## config.mk

```make
export PLATFORM = sky130hd
export DESIGN_NAME = periph_clock_select
export DESIGN_NICKNAME = d
export VERILOG_FILES = /design/src/pkg/clock_select_pkg.sv /design/src/core/periph_clock_select.sv /design/src/core/clock_rate_divider.sv /design/src/core/clock_output_select.sv
export VERILOG_INCLUDE_DIRS = /design/src /design/src/pkg
export SDC_FILE = /design/constraint.sdc
export NUM_CORES = 1
export LEC_CHECK = 0
export BUFFER_PORTS_ARGS = -buffer_cell sky130_fd_sc_hd__buf_2
export CORE_UTILIZATION = 52
export CTS_BUF_LIST = sky130_fd_sc_hd__clkbuf_16
export DETAILED_ROUTE_END_ITERATION = 8
export PLACE_DENSITY = 0.77
export SLEW_MARGIN = 20
export SYNTH_ARGS = -nofsm -noshare
export SYNTH_HDL_FRONTEND = slang
export SYNTH_SLANG_ARGS = --single-unit
```

## constraint.sdc

```tcl
create_clock -name pclk -period 2.75 [get_ports pclk]
set_input_delay 0.275 -clock pclk [delete_from_list [all_inputs] [get_ports pclk]]
set_output_delay 0.275 -clock pclk [all_outputs]
set_load 0.01 [all_outputs]
```

## src/pkg/clock_select_cfg.svh

```systemverilog
// Address map, field positions, reset values and timing counts for the
// peripheral clock select block. Assumes APB with 32-bit data.
`ifndef CLOCK_SELECT_CFG_SVH
`define CLOCK_SELECT_CFG_SVH

// Register indexes; the byte address is four times the index.
`define IDX_PERIPH_CLOCK_SELECT   12'h012
`define IDX_PROTECT               12'h00A
`define IDX_SYSTEM_CLOCK_CONTROL  12'h00C
`define IDX_COUNT_SOURCE_ZERO     12'h1D0
`define IDX_COUNT_SOURCE_ONE      12'h1D1
`define IDX_COUNT_SOURCE_TWO      12'h1D2
`define IDX_PWM_FUNCTION          12'h1D4
`define IDX_WAVEFORM_OUTPUT       12'h1D5
`define IDX_WAVEFORM_CHANGE       12'h1D8
`define IDX_TIMER1_RELOAD         12'h302
`define IDX_TIMER2_RELOAD         12'h304
`define IDX_TIMER4_RELOAD         12'h306
`define IDX_COUNT_START           12'h320
`define IDX_ONE_SHOT_START        12'h322
`define IDX_TRIGGER_SELECT        12'h323
`define IDX_UP_DOWN               12'h324
`define IDX_TIMER0_COUNT          12'h326
`define IDX_TIMER1_COUNT          12'h328
`define IDX_TIMER2_COUNT          12'h32A
`define IDX_TIMER3_COUNT          12'h32C
`define IDX_TIMER4_COUNT          12'h32E
`define IDX_TIMER0_MODE           12'h336
`define IDX_TIMER1_MODE           12'h337
`define IDX_TIMER2_MODE           12'h338
`define IDX_TIMER3_MODE           12'h339
`define IDX_TIMER4_MODE           12'h33A

// Number of plain storage registers and how many of them are 16 bits.
`define STORE_COUNT               20
`define STORE_WIDE_COUNT          8

// Field positions.
`define BIT_TIMER_CLOCK_SELECT    0
`define BIT_SERIAL_CLOCK_SELECT   1
`define BIT_CLOCK_OUTPUT_EXPAND   5
`define BIT_CLOCK_WRITE_ENABLE    0
`define BIT_CLOCK_OUTPUT_SEL_LO   0
`define BIT_CLOCK_OUTPUT_SEL_HI   1

// Reset values.
`define RESET_PERIPH_CLOCK_SELECT 8'h03
`define RESET_PROTECT             8'h00
`define RESET_SYSTEM_CLOCK_CTRL   8'h00
`define RESET_STORE               16'h0000

// Timing: divide ratio of the half-rate clock, and a wait-state count the slave does not use (it answers with none).
`define HALF_CLOCK_DIVIDE         2
`define APB_WAIT_STATES           1

`endif

```

## src/pkg/clock_select_pkg.sv

```systemverilog
// Types shared by the peripheral clock select block.
// Assumes the constants header is compiled alongside.
package clock_select_pkg;

    // Phase of the APB slave answer sequence.
    typedef enum logic [0:0] {
        PHASE_IDLE,
        PHASE_ANSWER
    } apb_phase_type;

    // Which of the two rates feeds a peripheral group.
    typedef enum logic [0:0] {
        SOURCE_HALF,
        SOURCE_FULL
    } clock_source_type;

endpackage : clock_select_pkg

```

## src/core/periph_clock_select.sv

```systemverilog
// Peripheral clock select block with its APB register file and the
// plain storage of the timer group registers that share its map.
// Assumes an APB master on pclk; all ticks are enables on pclk.
`include "clock_select_cfg.svh"
module periph_clock_select #(
    parameter int ADDR_WIDTH = 14
) (
    // Clock and reset.
    input  wire logic                  pclk,
    input  wire logic                  presetn,
    // APB slave.
    input  wire logic                  psel,
    input  wire logic                  penable,
    input  wire logic                  pwrite,
    input  wire logic [ADDR_WIDTH-1:0] paddr,
    input  wire logic [31:0]           pwdata,
    input  wire logic [3:0]            pstrb,
    output logic      [31:0]           prdata,
    output logic                       pready,
    output logic                       pslverr,
    // Sources offered to the clock output by the two select bits.
    input  wire logic [3:0]            clock_output_sources,
    // Rate enables to the peripheral groups.
    output logic                       timer_clock_tick,
    output logic                       i2c_clock_tick,
    output logic                       serial_clock_tick,
    output logic                       clock_output_tick,
    // Current selections, for the peripherals that decode them.
    output logic                       timer_clock_full,
    output logic                       serial_clock_full
);

    ////////////////////////////////////////////////////////////////////////
    // Storage map helpers.

    // Index of each plain storage slot; the wide ones come first.
    function automatic logic [11:0] store_index(input int slot);
        logic [11:0] idx;
        idx = 12'h000;
        case (slot)
            0:  idx = `IDX_TIMER1_RELOAD;
            1:  idx = `IDX_TIMER2_RELOAD;
            2:  idx = `IDX_TIMER4_RELOAD;
            3:  idx = `IDX_TIMER0_COUNT;
            4:  idx = `IDX_TIMER1_COUNT;
            5:  idx = `IDX_TIMER2_COUNT;
            6:  idx = `IDX_TIMER3_COUNT;
            7:  idx = `IDX_TIMER4_COUNT;
            8:  idx = `IDX_COUNT_SOURCE_ZERO;
            9:  idx = `IDX_COUNT_SOURCE_ONE;
            10: idx = `IDX_COUNT_SOURCE_TWO;
            11: idx = `IDX_PWM_FUNCTION;
            12: idx = `IDX_WAVEFORM_OUTPUT;
            13: idx = `IDX_WAVEFORM_CHANGE;
            14: idx = `IDX_COUNT_START;
            15: idx = `IDX_ONE_SHOT_START;
            16: idx = `IDX_TRIGGER_SELECT;
            17: idx = `IDX_UP_DOWN;
            18: idx = `IDX_TIMER0_MODE;
            19: idx = `IDX_TIMER1_MODE;
            default: idx = 12'h000;
        endcase
        return idx;
    endfunction : store_index

    // Byte-lane mask applied to a write of a slot of the given width.
    function automatic logic [15:0] lane_mask(input logic       wide,
                                              input logic [3:0] strb);
        logic [15:0] mask;
        mask = {{8{strb[1] & wide}}, {8{strb[0]}}};
        return mask;
    endfunction : lane_mask

    ////////////////////////////////////////////////////////////////////////
    // APB address decode.

    localparam int NSTORE = `STORE_COUNT;

    logic [11:0] word_index;
    logic        aligned;
    logic        setup_phase;
    logic        write_commit;
    logic        hit_select;
    logic        hit_protect;
    logic        hit_control;
    logic        hit_mode_hi;
    logic        hit_mode_top;
    logic        hit_any;
    logic [NSTORE-1:0] hit_store;

    // The word index ignores the two byte bits, which must be zero.
    assign word_index   = 12'(paddr[ADDR_WIDTH-1:2]);
    assign aligned      = (paddr[1:0] == 2'b00);
    assign setup_phase  = psel & ~penable;
    assign write_commit = psel & penable & pready & pwrite;

    // Fixed registers decode by index.
    assign hit_select  = aligned &
                         (word_index == `IDX_PERIPH_CLOCK_SELECT);
    assign hit_protect = aligned & (word_index == `IDX_PROTECT);
    assign hit_control = aligned &
                         (word_index == `IDX_SYSTEM_CLOCK_CONTROL);
    assign hit_mode_hi  = aligned & (word_index == `IDX_TIMER2_MODE);
    assign hit_mode_top = aligned &
                          ((word_index == `IDX_TIMER3_MODE) |
                           (word_index == `IDX_TIMER4_MODE));

    // One comparator per storage slot.
    genvar g;
    generate
        for (g = 0; g < NSTORE; g++) begin : g_decode
            assign hit_store[g] = aligned &
                                  (word_index == store_index(g));
        end
    endgenerate

    assign hit_any = hit_select | hit_protect | hit_control |
                     hit_mode_hi | hit_mode_top | (|hit_store);

    ////////////////////////////////////////////////////////////////////////
    // Control registers.

    logic [7:0] select_reg;
    logic [7:0] select_next;
    logic [7:0] protect_reg;
    logic [7:0] control_reg;
    logic [7:0] mode_extra_reg [3];
    logic       select_write;

    // A locked select register simply keeps its value; the bus still
    // completes without error so software cannot tell from the answer.
    assign select_write = write_commit & hit_select & pstrb[0] &
                          protect_reg[`BIT_CLOCK_WRITE_ENABLE];
    assign select_next  = select_write ? pwdata[7:0] : select_reg;

    // Reserved bits are kept as written and steer nothing.
    always_ff @(posedge pclk or negedge presetn) begin
        if (!presetn) begin
            select_reg <= `RESET_PERIPH_CLOCK_SELECT;
        end else begin
            select_reg <= select_next;
        end
    end

    // Protect and control zero are ordinary byte registers.
    always_ff @(posedge pclk or negedge presetn) begin
        if (!presetn) begin
            protect_reg <= `RESET_PROTECT;
            control_reg <= `RESET_SYSTEM_CLOCK_CTRL;
        end else begin
            if (write_commit & hit_protect & pstrb[0]) begin
                protect_reg <= pwdata[7:0];
            end
            if (write_commit & hit_control & pstrb[0]) begin
                control_reg <= pwdata[7:0];
            end
        end
    end

    // The last three mode registers live outside the storage slots.
    logic [1:0] mode_slot;
    assign mode_slot = hit_mode_hi ? 2'd0 :
                       (word_index == `IDX_TIMER3_MODE) ? 2'd1 : 2'd2;

    always_ff @(posedge pclk or negedge presetn) begin
        if (!presetn) begin
            mode_extra_reg[0] <= 8'h00;
            mode_extra_reg[1] <= 8'h00;
            mode_extra_reg[2] <= 8'h00;
        end else if (write_commit & (hit_mode_hi | hit_mode_top) &
                     pstrb[0]) begin
            mode_extra_reg[mode_slot] <= pwdata[7:0];
        end
    end

    ////////////////////////////////////////////////////////////////////////
    // Plain storage for the timer group registers.

    logic [15:0] store_reg [NSTORE];
    logic [15:0] store_read;

    // Each slot honours its byte lanes; narrow slots ignore lane one.
    generate
        for (g = 0; g < NSTORE; g++) begin : g_store
            localparam logic WIDE = (g < `STORE_WIDE_COUNT);
            logic [15:0] mask;
            assign mask = lane_mask(WIDE, pstrb);
            always_ff @(posedge pclk or negedge presetn) begin
                if (!presetn) begin
                    store_reg[g] <= `RESET_STORE;
                end else if (write_commit & hit_store[g]) begin
                    store_reg[g] <= (store_reg[g] & ~mask) |
                                    (pwdata[15:0] & mask);
                end
            end
        end
    endgenerate

    // One-hot select of the addressed slot.
    always_comb begin
        store_read = 16'h0000;
        for (int s = 0; s < NSTORE; s++) begin
            if (hit_store[s]) begin
                store_read = store_reg[s];
            end
        end
    end

    ////////////////////////////////////////////////////////////////////////
    // Read data and answer.

    logic [31:0] read_value;
    clock_select_pkg::apb_phase_type phase_reg;
    clock_select_pkg::apb_phase_type phase_next;

    // Unmapped addresses read zero and answer with an error.
    assign read_value =
        hit_select   ? {24'h000000, select_reg}  :
        hit_protect  ? {24'h000000, protect_reg} :
        hit_control  ? {24'h000000, control_reg} :
        (hit_mode_hi | hit_mode_top) ?
                       {24'h000000, mode_extra_reg[mode_slot]} :
                       {16'h0000, store_read};

    // No wait state; read data still comes from a flip-flop loaded at setup.
    always_comb begin
        phase_next = phase_reg;
        case (phase_reg)
            clock_select_pkg::PHASE_IDLE: begin
                if (setup_phase) begin
                    phase_next = clock_select_pkg::PHASE_ANSWER;
                end
            end
            clock_select_pkg::PHASE_ANSWER: begin
                phase_next = clock_select_pkg::PHASE_IDLE;
            end
            default: phase_next = clock_select_pkg::PHASE_IDLE;
        endcase
    end

    // Answer registers load on the setup edge and clear after access.
    always_ff @(posedge pclk or negedge presetn) begin
        if (!presetn) begin
            phase_reg <= clock_select_pkg::PHASE_IDLE;
            pready    <= 1'b0;
            pslverr   <= 1'b0;
            prdata    <= 32'h00000000;
        end else begin
            phase_reg <= phase_next;
            pready    <= (phase_next == clock_select_pkg::PHASE_ANSWER);
            if (setup_phase) begin
                pslverr <= ~hit_any;
                prdata  <= (pwrite | ~hit_any) ? 32'h00000000 : read_value;
            end else if (pready) begin
                pslverr <= 1'b0;
                prdata  <= 32'h00000000;
            end
        end
    end

    ////////////////////////////////////////////////////////////////////////
    // Rate selection.

    logic half_tick;
    logic output_tick;
    clock_select_pkg::clock_source_type timer_source;
    clock_select_pkg::clock_source_type serial_source;

    // Half-rate enable shared by the timer, i2c and serial groups.
    clock_rate_divider #(
        .DIVIDE (`HALF_CLOCK_DIVIDE)
    ) u_half_rate (
        .pclk    (pclk),
        .presetn (presetn),
        .tick    (half_tick)
    );

    // Clock output routing.
    clock_output_select u_output_select (
        .expand       (select_reg[`BIT_CLOCK_OUTPUT_EXPAND]),
        .source_sel   ({control_reg[`BIT_CLOCK_OUTPUT_SEL_HI],
                        control_reg[`BIT_CLOCK_OUTPUT_SEL_LO]}),
        .source_ticks (clock_output_sources),
        .full_tick    (1'b1),
        .out_tick     (output_tick)
    );

    assign timer_source  = clock_select_pkg::clock_source_type'(
                               select_reg[`BIT_TIMER_CLOCK_SELECT]);
    assign serial_source = clock_select_pkg::clock_source_type'(
                               select_reg[`BIT_SERIAL_CLOCK_SELECT]);

    // The full rate is an enable held high; switching mid-period can
    // shorten one half-rate interval, which the peripherals tolerate.
    always_ff @(posedge pclk or negedge presetn) begin
        if (!presetn) begin
            timer_clock_tick  <= 1'b0;
            i2c_clock_tick    <= 1'b0;
            serial_clock_tick <= 1'b0;
            clock_output_tick <= 1'b0;
            timer_clock_full  <= 1'b1;
            serial_clock_full <= 1'b1;
        end else begin
            timer_clock_tick  <= (timer_source ==
                                  clock_select_pkg::SOURCE_FULL) |
                                 half_tick;
            i2c_clock_tick    <= (timer_source ==
                                  clock_select_pkg::SOURCE_FULL) |
                                 half_tick;
            serial_clock_tick <= (serial_source ==
                                  clock_select_pkg::SOURCE_FULL) |
                                 half_tick;
            clock_output_tick <= output_tick;
            timer_clock_full  <= select_reg[`BIT_TIMER_CLOCK_SELECT];
            serial_clock_full <= select_reg[`BIT_SERIAL_CLOCK_SELECT];
        end
    end

endmodule : periph_clock_select

```

## src/core/clock_rate_divider.sv

```systemverilog
// Makes a one-cycle enable pulse every DIVIDE cycles of pclk.
// Assumes a single free-running clock and an asynchronous low reset.
module clock_rate_divider #(
    parameter int DIVIDE = 2
) (
    // Clock and reset.
    input  wire logic pclk,
    input  wire logic presetn,
    // Divided enable.
    output logic      tick
);

    localparam int CW = (DIVIDE > 2) ? $clog2(DIVIDE) : 1;
    localparam logic [CW-1:0] LAST = CW'(DIVIDE - 1);

    logic [CW-1:0] count_reg;
    logic [CW-1:0] count_next;
    logic          wrap;

    // The pulse fires on the last count so the first one follows reset late.
    assign wrap       = (count_reg == LAST);
    assign count_next = wrap ? '0 : count_reg + CW'(1);

    // Counter and registered pulse.
    always_ff @(posedge pclk or negedge presetn) begin
        if (!presetn) begin
            count_reg <= '0;
            tick      <= 1'b0;
        end else begin
            count_reg <= count_next;
            tick      <= wrap;
        end
    end

endmodule : clock_rate_divider

```

## src/core/clock_output_select.sv

```systemverilog
// Chooses the enable that drives the clock output function.
// Assumes all source ticks come from logic on pclk.
module clock_output_select (
    // Selection.
    input  wire logic       expand,
    input  wire logic [1:0] source_sel,
    // Candidate ticks.
    input  wire logic [3:0] source_ticks,
    input  wire logic       full_tick,
    // Chosen tick.
    output logic            out_tick
);

    logic routed_tick;

    // Expansion overrides the two-bit selection with the undivided rate.
    assign routed_tick = source_ticks[source_sel];
    assign out_tick    = expand ? full_tick : routed_tick;

endmodule : clock_output_select

```

Word-level counts from Yosys, hierarchy flattened

Cells that the tools add are included.

Add/subtract/negate cells: 1
Magnitude comparators: 3
Equal/unequal tests: 26
Mux-type cells: 43
Bitwise gates (word level): 116
Reduce and logical (&&, ||, !) cells: 4

Operators by type and width:

| operator                                               | number |
|---|---|
| 2-to-1 mux 16 bit                                      | 25 |
| AND 16 bit                                             | 21 |
| OR 16 bit                                              | 20 |
| equality test 12 x 10 -> 1 bit (second input constant) | 17 |
| equality test 12 x 9 -> 1 bit (second input constant)  | 6 |
| 2-to-1 mux 32 bit                                      | 2 |
| AND 1 bit                                              | 58 |
| bitwise mux 24 bit                                     | 1 |
| equality test 12 x 4 -> 1 bit (second input constant)  | 2 |
| 2-to-1 mux 8 bit                                       | 3 |
| OR reduction 20 bit                                    | 1 |
| AND 16 x 8 -> 16 bit                                   | 1 |
| binary-select mux 8 bit (select 2 bit)                 | 1 |
| demux 8 bit (select 2 bit)                             | 1 |
| inverter 16 bit                                        | 1 |
| inverter 8 -> 16 bit                                   | 1 |
| equality test 12 x 5 -> 1 bit (second input constant)  | 1 |
| OR 1 bit                                               | 10 |
| 2-to-1 mux 1 bit                                       | 6 |
| 2-to-1 mux 2 bit                                       | 2 |
| >= comparator 3 bit (second input constant)            | 1 |
| < comparator 2 x 3 -> 1 bit (second input constant)    | 1 |
| < comparator 3 x 1 -> 1 bit (second input constant)    | 1 |
| inverter 1 bit                                         | 3 |
| other kinds (7)                                        | 7 |

Register bits: 409
Bits of input ports: 59
Output and inout bits: 40
Word-level logic and storage cells: 229

Longest topological paths before layout

Gate-level depths: netlist (run 1).

Depth in word-level cells: 28
Depth in mapped cells: 11
Depth with buffers taken out: 7

Hierarchy

A second synthesis (run 1) with hierarchy kept.

Cell total of the unflattened synthesis: 1202
Area total of the unflattened synthesis: 14491.4 sq um

Modules (own cells, without submodules):

| module              | instances | cells an instance | area an instance (sq um) | seq. area each (sq um) |
|---|---|---|---|---|
| periph_clock_select | 1         | 1193              | 14396.3                  | 7387.1 |
| clock_rate_divider  | 1         | 3                 | 53.8                     | 50.0 |
| clock_output_select | 1         | 6                 | 41.3                     | 0.0 |

Least setup slack after synthesis (run 1)

Ideal clock, no wire load.

Kind: input port to flip-flop
Start point: in paddr[9]
End point: reg prdata[2]
Library setup time: 0.120 ns
Arrival time: 2.427 ns
Data required time: 2.630 ns
Setup slack: 0.203 ns
Stages: 10
Path buffers: 3
Cell sequence: buf_2 or4_1 buf_2 or4_1 buf_2 o22ai_1 nor3_1 a211oi_2 o31ai_1 a31o_1

Longest elaborated chain between the ends: 28
Elaborated cells between the ends (all ways): 93
Those cells by class: eq/ne (26); mux (31); bitwise (35); reduce/logical (1)

Ends and longest elaborated chain:

| element                          | RTL line                   | RTL |
|---|---|---|
| start, declared                  | periph_clock_select.sv:15  | `input wire logic [ADDR_WIDTH-1:0] paddr,` |
| equality test 12 x 10 -> 1 bit   | periph_clock_select.sv:113 | `(word_index == store_index(g));` |
| AND 1 bit                        | periph_clock_select.sv:112 | `assign hit_store[g] = aligned &` |
| 2-to-1 mux 16 bit (20 in series) | periph_clock_select.sv:203 | `if (hit_store[s]) begin` |
| 2-to-1 mux 16 bit                | periph_clock_select.sv:221 | `(hit_mode_hi \| hit_mode_top) ?` |
| 2-to-1 mux 16 bit                | periph_clock_select.sv:220 | `hit_control ? {24'h000000, control_reg} :` |
| 2-to-1 mux 16 bit                | periph_clock_select.sv:219 | `hit_protect ? {24'h000000, protect_reg} :` |
| 2-to-1 mux 16 bit                | periph_clock_select.sv:218 | `hit_select ? {24'h000000, select_reg} :` |
| 2-to-1 mux 16 bit (*)            | periph_clock_select.sv:253 | `prdata <= (pwrite \| ~hit_any) ? 32'h00000000 : read_value;` |
| 2-to-1 mux 32 bit (*)            | periph_clock_select.sv:251 | `if (setup_phase) begin` |
| end signal, assigned             | periph_clock_select.sv:253 |  |
| end, declared                    | periph_clock_select.sv:18  | `output logic [31:0] prdata,` |

Every way passes the cells marked *; elsewhere a longest branch is shown, timed or not. The select of a mux whose other input is x is not followed.
A chain may end at the register's enable or synchronous reset.

Final worst setup path (run 1)

Start point: in paddr[6]
End point: reg prdata[3]

The elaborated chain is that of the path after synthesis.

==> flow_summary.yaml, run 1 <==
cells_and_area:
  final_cells: 1801
  fin_util: 0.647
  area_growth_pct: 20.8
  design_area_um2: 17600
  antenna_cells: 0
  fin_nets: 1464
  n_fill_cell: 2076
  layout-drive-gt1-share: 0.446
placement:
  placed_cells: 1743
  io_buffers: 64
  dp_hpwl_mm: 31.6
  dp_slack_ns: -0.201
  dpl_cell_area_um2: 16500
  gp_congestion: 0.978
sta:
  timing.final.crit_period_ns: 2.57
  fin_setup_tns_ns: 0
  min_period_over_period: 0.935
  setup_ws_ns: 0.179
  clock_skew_ns: 0.0203
  setup_viol: 0
  max_slew_margin: 0.483
  whs_ns: 0.0478
  worst-slew-pin-transition_ns: 0.775
  clock.fmax_mhz: 389
  rsz0062_at_grt: "no"
  drv_slew: 0
  hold_viol: 0
setup_path:
  reg2reg_to: "mode_extra_reg[0]$_DFFE_PN0P_"
  worstSetupStartpointType: "input pin"
  cpPeakStageDelay_ns: 0.68
  r2r_slack_ns: 0.50
  cp.required_ns: 3.26
  cp.arrival_ns: 3.08
  rr_worst_depth: 5
  path_common_cell: "o21ai_1"
  critPathLaunch: "paddr[6]"
  crit_slowest_cell: "or4b_1"
  path_max_fanout: 7
  cp_cell_sequence: "buf_2, or4b_1, nor2_2, o21ai_1, a211o_1, a2111oi_0, buf_4, nor3_1, o21ai_1"
  reg2reg_from: "pready$_DFF_PN0_"
  path_class: "input pin to register"
  setup.worst_path.end_class: "register"
die:
  io_pins: 99
  rows: 60
  start_util: 0.536
  die_y_um: 170
  die-area_um2: 28800
  coreArea_um2: 27300
  die_w_um: 170
cts:
  tritoncts: "built"
  clkLatencyLatePin_ns: 0.58
  cts_setup_buffers: 0
  htreeDepth: 1
  cts_hold_buf: 1
  clockRootBuffer: "clkbuf_16"
  clock-sinks: 297
  cts_resized: 0
  cts_buffer_depth: 3
  clk_pin_slew_ns: 0.06
  numCtsBuffers: 31
logic_synthesis:
  syn_area_um2: 14600
  yosysTopAreaCellShare: 0.502
  syn-mean-instance-area_um2: 12.2
  synthTopCellsByCount: "293 x dfrtp_1, 269 x mux2_2, 52 x nor2_1"
  ys_seq_area_frac: 0.509
  synth-seq-cells: 297
  synth_top_cell_by_area: "dfrtp_1"
  synth-edff-count: 0
  ys.flop_type: "dfrtp_1"
  syn_inst: 1197
  synth_most_common_cell: "dfrtp_1"
  synthTopCellsByArea: "dfrtp_1 50%, mux2_2 21%, a22oi_1 1.3%"
  yosysWarningCount: 0
  async_flop_share: 1.00
  yosysUniqueCellTypes: 90
routing:
  totalWireLength_mm: 44.8
  first_iter_violations: 1311
  ant_nets: 0
  avgViaCountPerCell: 6.38
  via_count: 11489
  wl_per_cell_um: 24.9
  drt-pass1-iter-count: 6
  drc: 0
power:
  p_leak_nw: 8.43
  irDropWorstVdd_mv: 0.503
  fin_total_pwr_mw: 9.43
  power_density_nw_per_um2: 535
global_routing:
  grt_pass1_vias: 11863
  overflow: 0
  grt_max_degree: 91
  grt_pass1_wl_mm: 69.6
  grt_util_all_layers: 0.321
  antenna_found_initial: 2
outcome:
  status: "complete, no violations"
worst_hold_path:
  hp-class: "input pin to register"
  holdCritStartpoint: "pwdata[14]"
  hold_depth: 2
run:
  maxCapViolations: 0
==> final cells by class <==
cell class | count | area (um2) | area share
well taps | 372 | 465 | 0.0264
flip-flops and latches | 297 | 7440 | 0.422
clock buffers | 31 | 776 | 0.0440
multi-input cells | 811 | 6700 | 0.380
clock inverters | 26 | 347 | 0.0197
inverters | 7 | 26.3 | 0.00149
repair buffers | 257 | 1880 | 0.107
==> placed cells by master, fill, tap and decap left out, types with 10 or more instances in the layout <==
master / instances
nor3_1: 13
o221ai_1: 12
nor2_1: 52
nor4_2: 12
and3_1: 10
o22ai_1: 30
conb_1: 16
buf_4: 184
mux2_2: 269
clkbuf_16: 31
or4_1: 13
o21ai_0: 17
o31ai_1: 10
dfrtp_1: 293
nand2_1: 49
a21oi_1: 34
nand4_1: 17
a221oi_1: 12
nand3_1: 23
a211oi_1: 10
buf_2: 63
inv_1: 10
or3_1: 10
a22oi_1: 26
==> worst max-delay path: cells and delay by family <==
kind,cells,cell delay [ns]
compound gates,4,1.34
simple gates,3,1.09
buf+inv,2,0.37
==> report_power, final <==
| group | switching (mW) | leakage, nW | internal, mW |
|---|---|---|---|
| Combinational | 0.327 | 3.76 | 0.120 |
| Clock | 1.80 | 0.555 | 2.81 |
| Sequential | 0.00198 | 4.11 | 4.37 |
| Total | 2.13 | 8.43 | 7.30 |
==> cell families after synthesis <==
| family | share of synthesized area |
|---|---|
| flops | 0.509 |
| simple gates | 0.122 |
| mux | 0.212 |
| compound gates | 0.120 |
| buf+inv | 0.0364 |
| xor+xnor | 0.000600 |
| other cells | 0.000257 |
==> worst max path at each step <==
stage / endpoint / slack [ns]
2_1_floorplan: prdata[2]$_DFFE_PN0P_ / 0.20
3_3_place_gp: prdata[3]$_DFFE_PN0P_ / -0.20
3_5_place_dp: prdata[3]$_DFFE_PN0P_ / -0.20
4_1_cts: prdata[3]$_DFFE_PN0P_ / 0.26
5_1_grt: prdata[3]$_DFFE_PN0P_ / 0.10
6_report: prdata[3]$_DFFE_PN0P_ / 0.18
==> metal layers <==
metal / global-route usage / share of wire / vias to the layer above
li1: - / - / 4948
met1: 0.445 / 0.42 / 5790
met2: 0.502 / 0.46 / 609
met3: 0.0515 / 0.080 / 140
met4: 0.136 / 0.044 / 2
met5: 0 / 0.00038 / -
Note: power is estimated with default switching activity, not from simulation.
==> run 2, diff against run 1 <==
--- a/config.mk
+++ b/config.mk
@@ -7,10 +7,10 @@
 export NUM_CORES = 1
 export LEC_CHECK = 0
 export BUFFER_PORTS_ARGS = -buffer_cell sky130_fd_sc_hd__buf_2
-export CORE_UTILIZATION = 52
+export CORE_UTILIZATION = 56
 export CTS_BUF_LIST = sky130_fd_sc_hd__clkbuf_16
 export DETAILED_ROUTE_END_ITERATION = 8
-export PLACE_DENSITY = 0.77
+export PLACE_DENSITY = 0.82
 export SLEW_MARGIN = 20
 export SYNTH_ARGS = -nofsm -noshare
 export SYNTH_HDL_FRONTEND = slang
==> flow_summary.yaml, run 2 (synthesis results as in run 1) <==
outcome:
  status: "complete, no violations"
sta:
  setup_ws_ns: 0.208
  worst-slew-pin-transition_ns: 0.893
  hold_viol: 0
  min_period_over_period: 0.924
  max_slew_margin: 0.389
  rsz0062_at_grt: "no"
  drv_slew: 0
  timing.final.crit_period_ns: 2.54
  clock_skew_ns: 0.0384
  whs_ns: 0.0627
  setup_viol: 0
  clock.fmax_mhz: 393
routing:
  drc: 0
  first_iter_violations: 1568
  wl_per_cell_um: 25.6
  totalWireLength_mm: 45.3
  ant_nets: 0
  drt-pass1-iter-count: 6
  via_count: 11796
  avgViaCountPerCell: 6.68
placement:
  dpl_cell_area_um2: 16500
  dp_hpwl_mm: 32.2
  dp_slack_ns: -0.197
  gp_congestion: 0.966
  io_buffers: 64
cts:
  clock-sinks: 297
  htreeDepth: 1
  cts_buffer_depth: 3
  tritoncts: "built"
  clk_pin_slew_ns: 0.06
  clockRootBuffer: "clkbuf_16"
  clkLatencyLatePin_ns: 0.57
  numCtsBuffers: 30
die:
  coreArea_um2: 25400
  start_util: 0.575
  die-area_um2: 26700
  rows: 58
  die_y_um: 163
  die_w_um: 163
  io_pins: 99
cells_and_area:
  design_area_um2: 17500
  fin_util: 0.688
  fin_nets: 1471
  final_cell_mix: "293 x dfrtp_1, 269 x mux2_2, 190 x buf_4"
  area_growth_pct: 19.6
  layout-drive-gt1-share: 0.442
  antenna_cells: 0
  final_common_cell: "dfrtp_1"
setup_path:
  path_max_fanout: 10
  cp.required_ns: 3.21
  critPathLaunch: "paddr[1]"
  cp.arrival_ns: 3.01
  worstSetupStartpointType: "input pin"
  reg2reg_to: "mode_extra_reg[4]$_DFFE_PN0P_"
  rr_worst_depth: 5
  reg2reg_from: "pready$_DFF_PN0_"
  path_class: "input pin to register"
  setup.worst_path.end_class: "register"
  r2r_slack_ns: 0.45
global_routing:
  grt_util_all_layers: 0.344
  grt_pass1_wl_mm: 69.5
  antenna_found_initial: 1
  grt_pass1_vias: 11934
  grt_max_degree: 79
  overflow: 0
worst_hold_path:
  hold_depth: 2
  holdCritStartpoint: "pwdata[12]"
  hp-class: "input pin to register"
power:
  power_density_nw_per_um2: 497
  p_leak_nw: 8.42
  irDropWorstVdd_mv: 0.615
run:
  maxCapViolations: 0
run 2: changes by cell type in the layout (fill, tap and decap cells not counted):
cell        change
inv_6           -1
clkinv_8        +1
bufinv_16       -6
clkinvlp_4      -2
inv_16          -1
buf_4           +6
buf_12          +2
clkbuf_16       -1
inv_1           +6
clkinv_1        +3
run 2: area by class of cell:
type	instances	area [um2]
clock buffer	30	751
sequential	297	7440
clock inverter	26	173
fill	1745	7930
inverter	7	26.3
multi-input combinational	811	6700
tap	330	413
timing repair buffer	265	1970
run 2: critical path: stages:
cell and delay, ns:
buf_2 0.15, nor4_4 0.77, nand2_1 0.30, buf_4 0.27
o22ai_1 0.19, o31ai_1 0.13, a211oi_1 0.38, buf_4 0.21
o31ai_1 0.09, a31o_1 0.24
run 2: worst max path at each step:
stage | end | slack [ns] | cells after the start
2_1_floorplan | prdata[2]$_DFFE_PN0P_ | 0.20 | 10
3_3_place_gp | prdata[2]$_DFFE_PN0P_ | -0.18 | 10
3_5_place_dp | prdata[2]$_DFFE_PN0P_ | -0.20 | 10
4_1_cts | prdata[2]$_DFFE_PN0P_ | 0.38 | 10
5_1_grt | prdata[2]$_DFFE_PN0P_ | 0.15 | 10
6_report | prdata[2]$_DFFE_PN0P_ | 0.21 | 10
run 2: timing repair:
action / in CTS / in global routing
hold endpoints to repair: 65 / 0
resized for setup: 0 / 0
hold buffers: 1 / 0
buffers inserted: 0 / 0
run 2: per-layer routing:
metal  vias up  global-route usage  part of all wire
li1       4958                   -                 -
met1      5954               0.471              0.40
met2       729               0.544              0.46
met3       153              0.0594             0.095
met4         2               0.139             0.042
met5         -                   0           0.00026
run 2: metrics by stage:
stage               TNS (ns)  total power [mW]  instances
detailed placement     -1.32              4.90       1709
global route               0              8.92       1766
global placement       -1.07              4.89       1709
floorplan                  0              4.63       1212
CTS                        0              8.68       1766
finish                     0              8.68       1766
run 2: power by group:
| group | total [mW] | internal (mW) | switching (mW) |
|---|---|---|---|
| Clock | 3.85 | 2.16 | 1.70 |
| Combinational | 0.450 | 0.121 | 0.330 |
| Sequential | 4.38 | 4.37 | 0.00220 |
==> run 3, diff against run 2 <==
--- a/config.mk
+++ b/config.mk
@@ -14,4 +14,5 @@
 export SLEW_MARGIN = 20
 export SYNTH_ARGS = -nofsm -noshare
 export SYNTH_HDL_FRONTEND = slang
+export SYNTH_HIERARCHICAL = 1
 export SYNTH_SLANG_ARGS = --single-unit
==> flow_summary.yaml, run 3 <==
logic_synthesis:
  ys_seq_area_frac: 0.513
  synth_top_family_by_area: "multiplexers"
  synth-edff-count: 0
  syn_inst: 1202
  synth-compound-area-share: 0.113
  synth_simple_gate_area_share: 0.126
  ys.flop_type: "dfrtp_1"
  syn-mean-instance-area_um2: 12.1
  syn_area_um2: 14500
  synthTopCellsByArea: "dfrtp_1 51%, mux2_2 20%, nand2_1 2.1%"
  synth_adder_area_share: 0
  muxShareOfSynthArea: 0.216
  yosysWarningCount: 6
  synth-xor-area-share: 0.000604
  yosysUniqueCellTypes: 79
  synth_most_common_cell: "dfrtp_1"
  async_flop_share: 1.00
  synth_top_cell_by_area: "dfrtp_1"
  yosysTopAreaCellShare: 0.506
  synthTopCellsByCount: "293 x dfrtp_1, 260 x mux2_2, 83 x nand2_1"
  synth-seq-cells: 297
cts:
  cts_setup_buffers: 0
  htreeDepth: 1
  cts_buffer_depth: 3
  cts_resized: 0
  clockRootBuffer: "clkbuf_16"
  clock-sinks: 297
  clkLatencyLatePin_ns: 0.56
  clk_pin_slew_ns: 0.07
  tritoncts: "built"
  numCtsBuffers: 30
  cts_hold_buf: 1
routing:
  drc: 0
  drt-pass1-iter-count: 6
  totalWireLength_mm: 43.0
  ant_nets: 0
  wl_per_cell_um: 24.8
  via_count: 11409
  first_iter_violations: 1243
  avgViaCountPerCell: 6.57
die:
  die_y_um: 163
  io_pins: 99
  start_util: 0.574
  die_w_um: 163
  coreArea_um2: 25300
  rows: 58
  die-area_um2: 26500
run:
  maxCapViolations: 0
sta:
  fin_setup_tns_ns: 0
  max_slew_margin: 0.438
  timing.final.crit_period_ns: 2.50
  min_period_over_period: 0.910
  clock.fmax_mhz: 400
  worst-slew-pin-transition_ns: 0.842
  setup_viol: 0
  rsz0062_at_grt: "no"
  drv_slew: 0
  hold_viol: 0
  clock_skew_ns: 0.0130
power:
  fin_total_pwr_mw: 8.80
  power_density_nw_per_um2: 517
  p_clk_frac: 0.454
  irDropWorstVdd_mv: 0.615
  switching_share: 0.237
  power.switching_mw: 2.08
  p_int_mw: 6.72
  share_comb_of_total_power: 0.049
  pwr-share-seq: 0.497
  p_leak_nw: 8.15
global_routing:
  antenna_found_initial: 2
  grt_pass1_wl_mm: 66.9
  grt_pass1_vias: 11362
  grt_max_degree: 78
  grt_util_all_layers: 0.332
  overflow: 0
cells_and_area:
  final_cell_mix: "293 x dfrtp_1, 260 x mux2_2, 142 x buf_4"
  area_growth_pct: 17.5
  fin_nets: 1440
  final_common_cell: "dfrtp_1"
  layout-drive-gt1-share: 0.417
  n_fill_cell: 1859
  fin_util: 0.674
setup_path:
  cp.required_ns: 3.18
  cp.arrival_ns: 2.93
  path_max_fanout: 14
  path_class: "input pin to register"
  setup.worst_path.end_class: "register"
  worstSetupStartpointType: "input pin"
outcome:
  status: "complete, no violations"
placement:
  gp_congestion: 0.992
  dp_hpwl_mm: 30.7
  io_buffers: 64
worst_hold_path:
  hp-class: "input pin to register"
## run 3: cell types whose count changed after synthesis, moves of 8 or more
cell,before,now
buf_2,29,18
a22oi_1,26,16
or4_1,13,4
or3_1,10,2
mux2_2,269,260
nor2_2,9,17
o31ai_1,10,2
o22ai_1,30,16
o21ai_2,8,0
mux2_1,3,13
nand2_1,49,83
nor3_1,13,26
clkbuf_1,43,34
o21ai_0,17,31
## run 3: final timing paths
path,startpoint,slack [ns],endpoint,cells after the start
min in group asynchronous,presetn,0.29,clock_output_tick$_DFF_PN0_,2
max in group asynchronous,presetn,1.65,asynchronous set/reset pin,3
hold reg to reg,u_half_rate/count_reg$_DFF_PN0_,0.39,u_half_rate/tick$_DFF_PN0_,0
setup reg to reg,register,0.41,prdata[2]$_DFFE_PN0P_,8
setup / recovery,paddr[4],0.25,prdata[2]$_DFFE_PN0P_,10
hold / removal,pwdata[9],0.04,register,2
## run 3: power groups by stage
stage               sequential [mW]  combinational, mW  clock, mW
finish                         4.37              0.434       3.99
global route                   4.37              0.466       4.23
CTS                            4.37              0.429       4.03
detailed placement             4.46              0.426          0
global placement               4.46              0.418          0
floorplan                      4.46              0.170          0
## run 3: stage by stage
stage	hold slack (ns)	instances	cell area, um2	worst slack, ns
2_1_floorplan	-0.0206	1217	14500	0.480
3_3_place_gp	0.295	1678	16100	-0.0779
3_5_place_dp	0.300	1678	16100	-0.152
4_1_cts	0.0223	1735	17000	0.412
5_1_grt	0.0439	1737	17000	0.238
6_report	0.0395	1737	17000	0.247
## run 3: logic make-up after synthesis
group | after synthesis
buffers and inverters | 85
AOI/OAI and AO/OA | 232
DFF | 297
muxes | 278
xor gates and xnor gates | 1
and+or+nand+nor | 307
other | 2
## run 3: routing by layer
layer,vias up,global-route usage,share of wire
met5,-,0,0
met1,5770,0.481,0.41
met3,123,0.0654,0.10
li1,4854,-,-
met4,0,0.133,0.040
met2,662,0.492,0.45
## run 3: area by class of cell
class / count / area [um2] / share of cell area
clock buffers: 31 / 776 / 0.0455
multi-input cells: 835 / 6660 / 0.391
diodes: 2 / 5.00 / 0.000294
repair buffers: 214 / 1550 / 0.0908
inverters: 3 / 11.3 / 0.000661
clock inverters: 25 / 183 / 0.0107
flip-flops and latches: 297 / 7440 / 0.437
well taps: 330 / 413 / 0.0242
## run 3: worst max-delay path, stage by stage
cell and delay, ns:
buf_2 0.23, nor2b_1 0.41, nand2_1 0.30, o21ai_0 0.23, nand2_1 0.09, a221oi_1 0.72
nor4_1 0.18, buf_4 0.18, o21ai_1 0.20, a31oi_1 0.11
